$ cat src/hw/cocb_pkg.sv
package cocb_pkg;
  // ==========================================
  // object indices
  localparam logic [15:0] IDX_DEVICE_TYPE = 16'h1000;
  localparam logic [15:0] IDX_ERROR_FLAGS = 16'h1001;
  localparam logic [15:0] IDX_ERROR_HISTORY = 16'h1003;
  localparam logic [15:0] IDX_SYNC_ID = 16'h1005;
  localparam logic [15:0] IDX_SYNC_PERIOD = 16'h1006;
  localparam logic [15:0] IDX_DEV_NAME = 16'h1008;
  localparam logic [15:0] IDX_HW_VERSION = 16'h1009;
  // ==========================================
  // field layouts and reset values
  localparam logic [15:0] PROFILE_NUM = 16'h0191;
  localparam logic [11:0] SIG_UPPER_ZERO = 12'h000;
  localparam int ERR_GENERIC_BIT = 0;
  localparam int ERR_COMM_BIT = 4;
  localparam int ERR_VENDOR_BIT = 7;
  localparam logic [7:0] ERR_FLAGS_RESET = 8'h00;
  localparam logic [31:0] DEVICE_TYPE_RESET = 32'h0000_0000;
  localparam logic [31:0] SYNC_ID_RESET = 32'h8000_0080;
  localparam int SYNC_PRODUCER_BIT = 30;
  localparam logic [31:0] SYNC_PERIOD_RESET = 32'h0000_0000;
  localparam int HIST_DEPTH = 10;
  // ==========================================
  // timing
  localparam int CLK_MHZ = 200;
  localparam int HALF_US_CYC = CLK_MHZ / 2;
  // watchdog is 1.5 periods, counted in half microseconds
  localparam int WD_HALF_US_PER_US = 3;
  localparam int SYNC_FAST_MS = 90;
  localparam logic [39:0] SYNC_FAST_US = 40'(SYNC_FAST_MS * 1000);
  localparam logic [7:0] SYNC_TYPE_MAX = 8'hF0;
  // ==========================================
  // answer framing
  localparam logic [2:0] SEG_LAST_POS = 3'h6;
  localparam int STR_BYTES = 16;
  localparam logic [4:0] LEN_U8 = 5'h01;
  localparam logic [4:0] LEN_U32 = 5'h04;
  localparam logic [127:0] DEV_NAME_STR =
    128'h0000_0000_0000_0000_0049_4F2D_4E4F_4445;
  localparam logic [4:0] DEV_NAME_LEN = 5'h07;
  localparam logic [127:0] HW_VERSION_STR =
    128'h0000_0000_0000_0000_4857_2D30_312E_3030;
  localparam logic [4:0] HW_VERSION_LEN = 5'h08;
  typedef enum logic [1:0]
  {
    ST_IDLE = 2'b00,
    ST_SEND = 2'b01,
    ST_DONE = 2'b11
  } cocb_state_t;
endpackage : cocb_pkg

$ cat src/hw/cocb_hist_if.sv
interface cocb_hist_if;
  logic push;
  logic [31:0] push_entry;
  logic clear;
  logic [3:0] rd_sub;
  logic [3:0] count;
  logic [31:0] rd_entry;
  modport store (input push, push_entry, clear, rd_sub,
                 output count, rd_entry);
  modport user (output push, push_entry, clear, rd_sub,
                input count, rd_entry);
endinterface : cocb_hist_if

$ cat src/hw/cocb_error_history.sv
module cocb_error_history
  import cocb_pkg::*;
(
  // clock and reset
  input wire logic clk_in,
  input wire logic nrst_in,
  // store side
  cocb_hist_if.store hist
);
  logic [31:0] entry_reg [HIST_DEPTH];
  logic [3:0] count_reg;
  logic [3:0] count_next;
  logic [3:0] count_inc;
  logic rd_ok;
  logic [3:0] rd_pos;
  // ==========================================
  // count
  assign count_inc = (count_reg == 4'(HIST_DEPTH)) ? count_reg
                     : count_reg + 4'h1;
  // an error in the clearing cycle survives the clear
  assign count_next = hist.push ? (hist.clear ? 4'h1 : count_inc)
                      : (hist.clear ? 4'h0 : count_reg);
  always_ff @(posedge clk_in)
  begin
    count_reg <= nrst_in ? count_next : 4'h0;
  end
  // ==========================================
  // entries, newest at slot 0
  genvar gi;
  generate
    for (gi = 0; gi < HIST_DEPTH; gi++)
    begin : g_slot
      always_ff @(posedge clk_in)
      begin
        if (!nrst_in || (hist.clear && (!hist.push || gi != 0)))
          entry_reg[gi] <= 32'h0000_0000;
        else if (hist.push)
          entry_reg[gi] <= (gi == 0) ? hist.push_entry
                           : entry_reg[(gi == 0) ? 0 : gi - 1];
      end
    end
  endgenerate
  // ==========================================
  // read
  assign rd_ok = (hist.rd_sub != 4'h0) && (hist.rd_sub <= count_reg);
  assign rd_pos = hist.rd_sub - 4'h1;
  assign hist.rd_entry = rd_ok ? entry_reg[rd_pos] : 32'h0000_0000;
  assign hist.count = count_reg;
endmodule : cocb_error_history

$ cat src/hw/cocb_sync_watchdog.sv
module cocb_sync_watchdog
  import cocb_pkg::*;
(
  // clock and reset
  input wire logic clk_in,
  input wire logic nrst_in,
  // control
  input wire logic [31:0] period_in,
  input wire logic armed_in,
  input wire logic sync_in,
  // result
  output logic expired_out
);
  logic [6:0] pre_reg;
  logic [33:0] elapsed_reg;
  logic fired_reg;
  logic run;
  logic tick;
  logic hit;
  logic [33:0] limit;
  // ==========================================
  // zero period switches the check off
  assign run = armed_in && (period_in != 32'h0000_0000);
  assign tick = pre_reg == 7'(HALF_US_CYC - 1);
  assign limit = 34'(period_in) * 34'(WD_HALF_US_PER_US);
  assign hit = run && !fired_reg && (elapsed_reg >= limit);
  always_ff @(posedge clk_in)
  begin
    if (!nrst_in || !run || sync_in || tick)
      pre_reg <= 7'h00;
    else
      pre_reg <= pre_reg + 7'h01;
  end
  always_ff @(posedge clk_in)
  begin
    if (!nrst_in || !run || sync_in)
      elapsed_reg <= 34'h0_0000_0000;
    else if (tick && !fired_reg)
      elapsed_reg <= elapsed_reg + 34'h0_0000_0001;
  end
  // fires once per missing sync, not every cycle after
  always_ff @(posedge clk_in)
  begin
    if (!nrst_in || !run || sync_in)
      fired_reg <= 1'b0;
    else if (hit)
      fired_reg <= 1'b1;
  end
  always_ff @(posedge clk_in)
  begin
    expired_out <= nrst_in && hit;
  end
endmodule : cocb_sync_watchdog

$ cat src/hw/cocb_comm_object_bank.sv
// Notes on behaviour
// - type word: profile low, signal info high
// - low four bits flag present I/O kinds
// - special modules never set signal bits
// - generic flag bit 0 on every error
// - bit 4 flags receive overrun
// - bit 7 vendor error; others reserved
// - newest error at entry 1, ten kept
// - writing zero to entry 0 clears history
// - history empty after reset
// - entry: code low, trigger code high
// - multi-byte values go low byte first
// - sync id default 0x80000080, never producer
// - sync id bit 31 has no effect
// - watchdog 1.5 periods; zero disables
// - immediate update only under four conditions
// - strings answered as segmented transfers
module cocb_comm_object_bank
  import cocb_pkg::*;
(
  // clock and reset
  input wire logic clk_in,
  input wire logic nrst_in,
  // object request
  input wire logic req_in,
  input wire logic req_write_in,
  input wire logic [15:0] req_index_in,
  input wire logic [7:0] req_sub_in,
  input wire logic [31:0] req_wdata_in,
  // object answer
  output logic busy_out,
  output logic ans_valid_out,
  output logic [7:0] ans_byte_out,
  output logic ans_last_out,
  output logic ans_seg_end_out,
  output logic ans_segmented_out,
  output logic ans_done_out,
  output logic ans_abort_out,
  // fitted i/o kinds
  input wire logic has_din_in,
  input wire logic has_dout_in,
  input wire logic has_ain_in,
  input wire logic has_aout_in,
  // error events
  input wire logic err_event_in,
  input wire logic [15:0] err_code_in,
  input wire logic [15:0] err_add_in,
  input wire logic err_overrun_in,
  input wire logic err_vendor_in,
  // sync operation
  input wire logic sync_rx_in,
  input wire logic sync_pdo_mode_in,
  input wire logic pdo_all_sync_in,
  input wire logic [7:0] pdo_low_type_in,
  input wire logic fault_ack_in,
  // node status
  output logic fault_out,
  output logic io_update_out,
  output logic sync_producer_out
);
  cocb_hist_if hist ();
  cocb_state_t state_reg;
  cocb_state_t state_next;
  logic [31:0] device_type_reg;
  logic [7:0] err_flags_reg;
  logic [7:0] err_flags_next;
  logic [7:0] err_set;
  logic [31:0] sync_id_reg;
  logic [31:0] sync_period_reg;
  logic [127:0] data_reg;
  logic [4:0] len_reg;
  logic [3:0] pos_reg;
  logic [2:0] seg_reg;
  logic string_reg;
  logic abort_reg;
  logic take;
  logic at_dt;
  logic at_ef;
  logic at_sid;
  logic at_sp;
  logic at_dn;
  logic at_hw;
  logic at_hist;
  logic hist_sub0;
  logic hist_entry_ok;
  logic wr_ok;
  logic rd_ok;
  logic refuse;
  logic is_string;
  logic wr_zero;
  logic [31:0] rd_word;
  logic [4:0] rd_len;
  logic [127:0] rd_data;
  logic last_byte;
  logic [7:0] cur_byte;
  logic fast_ok;
  logic [39:0] fast_product;
  logic wd_expired;

  // ==========================================
  // decode helpers
  function automatic logic obj_at(input logic [15:0] idx,
                                  input logic [7:0] sub,
                                  input logic [15:0] want);
    obj_at = (idx == want) && (sub == 8'h00);
  endfunction : obj_at

  // string byte 0 is the first character
  function automatic logic [127:0] str_le(input logic [127:0] str,
                                          input logic [4:0] len);
    logic [127:0] res;
    res = 128'h0;
    for (int i = 0; i < STR_BYTES; i++)
    begin
      if (5'(i) < len)
        res[i*8 +: 8] = str[(32'(len) - 1 - i)*8 +: 8];
    end
    str_le = res;
  endfunction : str_le

  // ==========================================
  // request decode
  assign take = (state_reg == ST_IDLE) && req_in;
  assign at_dt = obj_at(req_index_in, req_sub_in, IDX_DEVICE_TYPE);
  assign at_ef = obj_at(req_index_in, req_sub_in, IDX_ERROR_FLAGS);
  assign at_sid = obj_at(req_index_in, req_sub_in, IDX_SYNC_ID);
  assign at_sp = obj_at(req_index_in, req_sub_in, IDX_SYNC_PERIOD);
  assign at_dn = obj_at(req_index_in, req_sub_in, IDX_DEV_NAME);
  assign at_hw = obj_at(req_index_in, req_sub_in, IDX_HW_VERSION);
  assign at_hist = req_index_in == IDX_ERROR_HISTORY;
  assign hist_sub0 = at_hist && (req_sub_in == 8'h00);
  // entries beyond the stored count do not exist
  assign hist_entry_ok = at_hist && (req_sub_in != 8'h00)
                         && (req_sub_in <= {4'h0, hist.count});
  assign hist.rd_sub = req_sub_in[3:0];
  assign wr_zero = req_wdata_in == 32'h0000_0000;
  // only the rw objects accept writes
  assign wr_ok = at_sp
                 | (at_sid & ~req_wdata_in[SYNC_PRODUCER_BIT])
                 | (hist_sub0 & wr_zero);
  assign rd_ok = at_dt | at_ef | at_sid | at_sp | at_dn | at_hw
                 | hist_sub0 | hist_entry_ok;
  assign refuse = req_write_in ? ~wr_ok : ~rd_ok;
  assign is_string = at_dn | at_hw;
  assign rd_word = at_dt ? device_type_reg
                   : at_ef ? {24'h000000, err_flags_reg}
                   : at_sid ? sync_id_reg
                   : at_sp ? sync_period_reg
                   : hist_sub0 ? {28'h0000000, hist.count}
                   : hist.rd_entry;
  assign rd_len = at_dn ? DEV_NAME_LEN
                  : at_hw ? HW_VERSION_LEN
                  : (at_ef | hist_sub0) ? LEN_U8
                  : LEN_U32;
  assign rd_data = at_dn ? str_le(DEV_NAME_STR, DEV_NAME_LEN)
                   : at_hw ? str_le(HW_VERSION_STR, HW_VERSION_LEN)
                   : {96'h0, rd_word};

  // ==========================================
  // answer sequencing
  assign last_byte = {1'b0, pos_reg} == (len_reg - 5'h01);
  assign cur_byte = data_reg[pos_reg*8 +: 8];
  always_comb
  begin
    state_next = state_reg;
    case (state_reg)
      ST_IDLE:
      begin
        if (take)
          state_next = (req_write_in || refuse) ? ST_DONE : ST_SEND;
      end
      ST_SEND:
      begin
        if (last_byte)
          state_next = ST_DONE;
      end
      ST_DONE:
      begin
        state_next = ST_IDLE;
      end
      default:
      begin
        state_next = ST_IDLE;
      end
    endcase
  end

  always_ff @(posedge clk_in)
  begin
    state_reg <= nrst_in ? state_next : ST_IDLE;
    busy_out <= nrst_in && (state_next != ST_IDLE);
  end

  always_ff @(posedge clk_in)
  begin
    if (!nrst_in)
    begin
      data_reg <= 128'h0;
      len_reg <= 5'h00;
      string_reg <= 1'b0;
      abort_reg <= 1'b0;
    end
    else if (take)
    begin
      data_reg <= rd_data;
      len_reg <= rd_len;
      string_reg <= is_string;
      abort_reg <= refuse;
    end
  end

  always_ff @(posedge clk_in)
  begin
    if (!nrst_in || state_reg != ST_SEND)
    begin
      pos_reg <= 4'h0;
      seg_reg <= 3'h0;
    end
    else
    begin
      pos_reg <= pos_reg + 4'h1;
      seg_reg <= (seg_reg == SEG_LAST_POS) ? 3'h0 : seg_reg + 3'h1;
    end
  end

  // ==========================================
  // answer outputs, all registered
  always_ff @(posedge clk_in)
  begin
    if (!nrst_in)
    begin
      ans_valid_out <= 1'b0;
      ans_byte_out <= 8'h00;
      ans_last_out <= 1'b0;
      ans_seg_end_out <= 1'b0;
    end
    else
    begin
      ans_valid_out <= state_reg == ST_SEND;
      ans_byte_out <= (state_reg == ST_SEND) ? cur_byte : 8'h00;
      ans_last_out <= (state_reg == ST_SEND) && last_byte;
      // seven data bytes fit one segment
      ans_seg_end_out <= (state_reg == ST_SEND) && string_reg
                         && (last_byte || seg_reg == SEG_LAST_POS);
    end
  end

  always_ff @(posedge clk_in)
  begin
    if (!nrst_in)
    begin
      ans_segmented_out <= 1'b0;
      ans_done_out <= 1'b0;
      ans_abort_out <= 1'b0;
    end
    else
    begin
      ans_segmented_out <= (state_reg == ST_SEND) && string_reg;
      ans_done_out <= state_reg == ST_DONE;
      ans_abort_out <= (state_reg == ST_DONE) && abort_reg;
    end
  end

  // ==========================================
  // device type, rebuilt each cycle from fitted kinds
  always_ff @(posedge clk_in)
  begin
    if (!nrst_in)
      device_type_reg <= DEVICE_TYPE_RESET;
    else
      device_type_reg <= {SIG_UPPER_ZERO, has_aout_in, has_ain_in,
                          has_dout_in, has_din_in,
                          PROFILE_NUM};
  end

  // ==========================================
  // error flags and history
  always_comb
  begin
    err_set = 8'h00;
    err_set[ERR_GENERIC_BIT] = err_event_in;
    err_set[ERR_COMM_BIT] = err_event_in && err_overrun_in;
    err_set[ERR_VENDOR_BIT] = err_event_in && err_vendor_in;
  end
  // flags follow the history clear; a new error wins over it
  assign err_flags_next = (hist.clear ? 8'h00 : err_flags_reg) | err_set;
  always_ff @(posedge clk_in)
  begin
    err_flags_reg <= nrst_in ? err_flags_next : ERR_FLAGS_RESET;
  end

  assign hist.push = err_event_in;
  assign hist.push_entry = {err_add_in, err_code_in};
  assign hist.clear = take && req_write_in && hist_sub0 && wr_zero;

  cocb_error_history u_history
  (
    .clk_in (clk_in),
    .nrst_in (nrst_in),
    .hist (hist.store)
  );

  // ==========================================
  // sync objects
  always_ff @(posedge clk_in)
  begin
    if (!nrst_in)
      sync_id_reg <= SYNC_ID_RESET;
    else if (take && req_write_in && at_sid && wr_ok)
      sync_id_reg <= req_wdata_in;
  end

  always_ff @(posedge clk_in)
  begin
    if (!nrst_in)
      sync_period_reg <= SYNC_PERIOD_RESET;
    else if (take && req_write_in && at_sp)
      sync_period_reg <= req_wdata_in;
  end

  always_ff @(posedge clk_in)
  begin
    sync_producer_out <= nrst_in && sync_id_reg[SYNC_PRODUCER_BIT];
  end

  // ==========================================
  // sync watchdog and fault state
  cocb_sync_watchdog u_watchdog
  (
    .clk_in (clk_in),
    .nrst_in (nrst_in),
    .period_in (sync_period_reg),
    .armed_in (sync_pdo_mode_in),
    .sync_in (sync_rx_in),
    .expired_out (wd_expired)
  );

  // a timeout in the acknowledge cycle keeps the fault
  always_ff @(posedge clk_in)
  begin
    fault_out <= nrst_in && (wd_expired
                 || (fault_out && !fault_ack_in));
  end

  // ==========================================
  // immediate i/o update on sync
  assign fast_product = 40'(sync_period_reg) * 40'(pdo_low_type_in);
  assign fast_ok = pdo_all_sync_in
                   && (pdo_low_type_in <= SYNC_TYPE_MAX)
                   && (sync_period_reg != 32'h0000_0000)
                   && (fast_product < SYNC_FAST_US);
  always_ff @(posedge clk_in)
  begin
    io_update_out <= nrst_in && sync_rx_in && fast_ok;
  end
endmodule : cocb_comm_object_bank

$ cat config.mk
export PLATFORM = sky130hd
export DESIGN_NAME = cocb_comm_object_bank
export DESIGN_NICKNAME = d
export VERILOG_FILES = /design/src/hw/cocb_pkg.sv /design/src/hw/cocb_hist_if.sv /design/src/hw/cocb_error_history.sv /design/src/hw/cocb_sync_watchdog.sv /design/src/hw/cocb_comm_object_bank.sv
export SDC_FILE = /design/constraint.sdc
export NUM_CORES = 2
export LEC_CHECK = 0
export ABC_CLOCK_PERIOD_IN_PS = 18100
export BUFFER_PORTS_ARGS = -buffer_cell sky130_fd_sc_hd__buf_2
export CAP_MARGIN = 10
export CORE_MARGIN = 2
export CORE_UTILIZATION = 35
export DETAILED_ROUTE_END_ITERATION = 8
export RECOVER_POWER = 25
export SLEW_MARGIN = 20
export SYNTH_ARGS = -nofsm -noshare
export SYNTH_HDL_FRONTEND = slang
export SYNTH_SLANG_ARGS = --single-unit
$ cat constraint.sdc
create_clock -name clk_in -period 18.1 [get_ports clk_in]
set_input_delay 1.81 -clock clk_in [delete_from_list [all_inputs] [get_ports clk_in]]
set_output_delay 1.81 -clock clk_in [all_outputs]
set_load 0.02 [all_outputs]
======== Word-level counts from Yosys, hierarchy flattened ========
Memory sizes are Yosys's and may differ from the RTL's.
Cells that the tools add are included.
W data, S select, Z words.
cells by class
  add/sub/neg operators ................... 7
  multipliers ............................. 2
  order comparisons ....................... 5
  equality and inequality tests ........... 15
  shift-type cells ........................ 1
  mux-type cells .......................... 41
  bitwise operators ....................... 27
  reduce and logical (&&, ||, !) cells .... 63
operators by type and width
  kind                     count
  $mux W32                 16
  $shiftx A128 B8 Y8       1
  $mux W62                 2
  $eq A16 B13 Y1 const B   7
  $lt A40 B17 Y1 const B   1
  $mul A32 B8 Y40          1
  $logic_and A1 B1 Y1      38
  $add A34 B1 Y34 const B  1
  $ge A34 B34 Y1           1
  $mul A32 B2 Y34 const B  1
  $logic_not A32 Y1        1
  $reduce_bool A32 Y1      1
  $mux W4                  6
  $or A1 B1 Y1             21
  $mux W1                  10
  $logic_or A1 B1 Y1       9
  $mux W9                  1
  $add A4 B1 Y4 const B    2
  $le A8 B4 Y1             1
  $le A8 B8 Y1 const B     1
  $logic_not A8 Y1         1
  $mux W8                  1
  $or A8 B8 Y8             1
  $reduce_bool A8 Y1       1
  24 further kinds         35
word-level totals
  register bits after elaboration ......... 313
  RAM bits ................................ 320
  input bits .............................. 111
  output and inout bits ................... 18
  logic and storage cells ................. 190
  memories kept ........................... 1
memory list
  memory               words  width  read ports  clocked after Yosys merged registers in  wr ports  RTL line                  source
  u_history.entry_reg  10     32     10          0                                        10        cocb_error_history.sv:10  logic [31:0] entry_reg [HIST_DEPTH];

======== Longest topological paths before layout ========
  depth after elaboration ................. 17
  depth in mapped cells ................... 23
  mapped depth without buffers ............ 22

======== By module ========
From an unflattened synthesis, not the netlist that was laid out.
unflattened totals
  cells, all modules ...................... 3643
  area total of the unflattened synthesis .. 35104.9 µm²
modules (own cells, without submodules)
  module                 instances  cells an instance  area each (µm²)  seq. area each (µm²)
  cocb_comm_object_bank  1          1886               15248.4          2742.6
  cocb_error_history     1          1164               15169.5          9689.3
  cocb_sync_watchdog     1          593                4687.0           860.8

======== Least setup slack after synthesis ========
OpenSTA, ideal clock, no wires.
  path type ............................... input -> register
  start ................................... input port req_sub_in[0]
  end ..................................... memory u_history.entry_reg[1][0], enable pin
  library setup time ...................... 702 ps
  data arrival time ....................... 11001 ps
  required time ........................... 17398 ps
  slack ................................... 6397 ps
  cell stages on the path ................. 14
  buffers on the path ..................... 6
  cells stage by stage .................... buf_2 > buf_1 > clkbuf_1 > clkbuf_1 > buf_1 > inv_1 > ha_1 > or3b_1 > nor2b_1 > and3_1 > clkbuf_1 > nand4_1 > and2_1 > nand2b_1
RTL lines
  what                RTL line                     source
  start: declaration  cocb_comm_object_bank.sv:28  input wire logic [7:0] req_sub_in,
  end: declaration    cocb_error_history.sv:10

==> out/metrics.yaml <==
gp_congestion: 0.865
critical_path.top_delay_family: "buffers and inverters"
hold_path.class: "reg -> reg"
clock_sinks: 504
port_buffers: 128
grtUsageTotal_pct: 17.3
postCtsResizedCells: 0
cts_buffer_depth: 3
cts-root-buf: "clkbuf_16"
dp.final_hpwl_um: 60700
vias: 23170
synth_cell_types: 71
finalNonFillerCells: 4515
fin_nets: 3647
wl_per_cell_um: 18.8
worstPathArrival_ns: 9.95
cp_cell_sequence: "clkbuf_1, inv_1, ha_1, or3b_1, nor2b_1, and3_1, nand4_1, and2_0, nand2b_1, buf_4"
synth_edf_count: 320
finClkSkew_ns: 0.0453
core_um2: 94700
drtIter0Drc: 1857
cp_max_fo: 84
largest_reg_flops: 320
setup_viol: 0
cp_slowest_cell: "clkbuf_1"
post_cts_buffers: 0
dpl.cell_count: 4410
max_freq_mhz: 103
syn_inst: 3189
p_leak_nw: 15.2
drc: 0
cts_max_level: 2
timing.final.ws_setup_ns: 8.36
hold_viol: 0
ys_ff_latch: 504
r2r_slack_ns: 11.73
synthArstFlopShare_pct: 0
ios: 129
grt_antenna_before_repair: 4
rows: 113
insertion_delay_ns: 0.63
final.min_clock_period_ns: 9.74
power.density_nw_per_um2: 72.7
worst_pin_slew_ns: 5.25
fin_tns_setup_ns: 0
drv_cap: 6
period_share_pct: 53.8
syn-num-nets: 3634
final_util_pct: 38.9
cts_tree: "built"
vdd_drop_max_v: 0.0000801
slew_headroom_pct: -250
drive_gt1_share_pct: 9.24
status: "finished, violations left"
cp_slowest_stage_delay_ns: 3.63
drtAntennaViolNets: 0
syn_area_um2: 33300
slew_viol_final: 324
seq_area_um2: 13300
grt_pass1_wl_um: 134000
grt_max_degree: 132
totalPowerFinal_w: 0.00268
yosysWarnings: 0
multiInputGateArea_um2: 18300
fp.dieH_um: 313
firstDrtPassIters: 7
fill_cells: 9385
clk_pin_slew_ns: 0.06
path_buf_inv: 3
ctsHoldBuffers: 0
startpoint_type: "input pin"
synthFlopType: "edfxtp_1"
ys_seq_area_share_pct: 39.9
die_area_um2: 97700
grt-ovfl-total: 0
rsz0062_at_grt: "no"
viasPerCell: 5.13
area_growth_pct: 10.6
violations: "max-capacitance violations, max-slew violations"
start_util_pct: 35.2
dp_slack_ns: 10.27
grt_pass1_vias: 22913
synth.avg_cell_area_um2: 10.5
required_ns: 18.31
endpoint_kind: "register"
routed_wl_um: 85000
cts_buffers: 55
critical_path_class: "in -> reg"
die_x_um: 313
worst reg2reg max path: cells and delay by family (launching register included):
kind / cells / cell delay (ns)
AO/OA/AOI/OAI: 5 / 1.44
adder cells (fa/ha/maj): 5 / 2.44
buffers and inverters: 2 / 0.11
flip-flops: 1 / 0.87
AND/OR/NAND/NOR: 6 / 1.41
worst paths after layout:
check / startpoint / to / cells after the start
worst max-delay path: req_sub_in[0] / u_history.entry_reg[4][6]$_SDFFCE_PN0P_ / 10
worst min-delay path: seg_reg[0]$_SDFF_PP0_ / seg_reg[0]$_SDFF_PP0_ / 1
worst max register to register: sync_period_reg[27]$_SDFFE_PN0P_ / io_update_out$_DFF_P_ / 18
worst min register to register: seg_reg[0]$_SDFF_PP0_ / seg_reg[0]$_SDFF_PP0_ / 1
report_power, final:
group	switching, W	total, W	internal (W)
Combinational	0.000130	0.000214	0.0000836
Sequential	0.0000289	0.00131	0.00128
Clock	0.000482	0.00116	0.000675
routing by layer:
metal	GRT usage (%)	part of all wire (%)
met1	25.0	47
met2	27.2	45
met3	2.90	6.1
met4	3.96	2.0
met5	0	0.031
kinds of logic (layout without fill, tap and decap cells):
logic type                 count (synthesis)  after routing  share of synthesized area [%]
and+or+nand+nor                         1155           1155                           18.9
DFF                                      504            504                           39.9
AOI/OAI and AO/OA                        484            484                           9.75
buffers and inverters                    473            531                           5.39
adders and majority gates                334            334                           16.6
muxes                                    142            142                           6.94
xor gates and xnor gates                  97             97                           2.55
other                                      0              3                              0
cell usage in the layout, fill, tap and decap left out, types with 44 or more instances in the layout:
master | netlist | final
nor2_1 | 121 | 120
edfxtp_1 | 320 | 320
xnor2_1 | 46 | 45
ha_1 | 153 | 153
nand3_1 | 44 | 44
mux2i_1 | 68 | 68
and2_1 | 498 | 472
dfxtp_1 | 184 | 184
fa_1 | 181 | 181
nand2_1 | 240 | 240
and3_1 | 46 | 46
nor2b_1 | 76 | 76
a21oi_1 | 143 | 143
clkbuf_16 | 0 | 56
o21ai_0 | 71 | 71
xor2_1 | 51 | 50
a21boi_0 | 44 | 44
inv_1 | 275 | 275
mux4_2 | 71 | 71
buf_2 | 7 | 108
cells in the mapped netlist, drive strengths merged, types with 44 or more instances:
cell type    n  share of area, %
nand3       44              0.66
dfxtp      184                11
and2       498               9.3
mux2i       68               2.0
nand2      240               2.7
xor2        51               1.3
edfxtp     320                29
xnor2       46               1.2
mux4        71               4.8
inv        277               3.1
nor2       121               1.4
and3        46              0.86
clkbuf     180               2.0
o21ai       75               1.1
ha         153               5.7
fa         181                11
a21oi      143               2.1
a21boi      44              0.99
nor2b       76               1.4
a211oi      46               1.1
layout make-up:
cell class,instances,share of cell area (%)
Clock inverter,21,0.784
Tap cell,1265,4.29
Antenna cell,3,0.0204
Inverter,277,2.82
Multi-Input combinational cell,2212,49.6
Timing Repair Buffer,152,2.14
Sequential cell,504,36.1
Clock buffer,81,4.26
metrics by stage:
step | instance area, um^2 | hold WS (ns)
2_1_floorplan | 33300 | 0.413
5_1_grt | 36900 | 0.471
6_report | 36900 | 0.438
3_3_place_gp | 35000 | 0.429
3_5_place_dp | 35000 | 0.434
4_1_cts | 36900 | 0.445
Note: power is estimated with default switching activity, not from simulation.
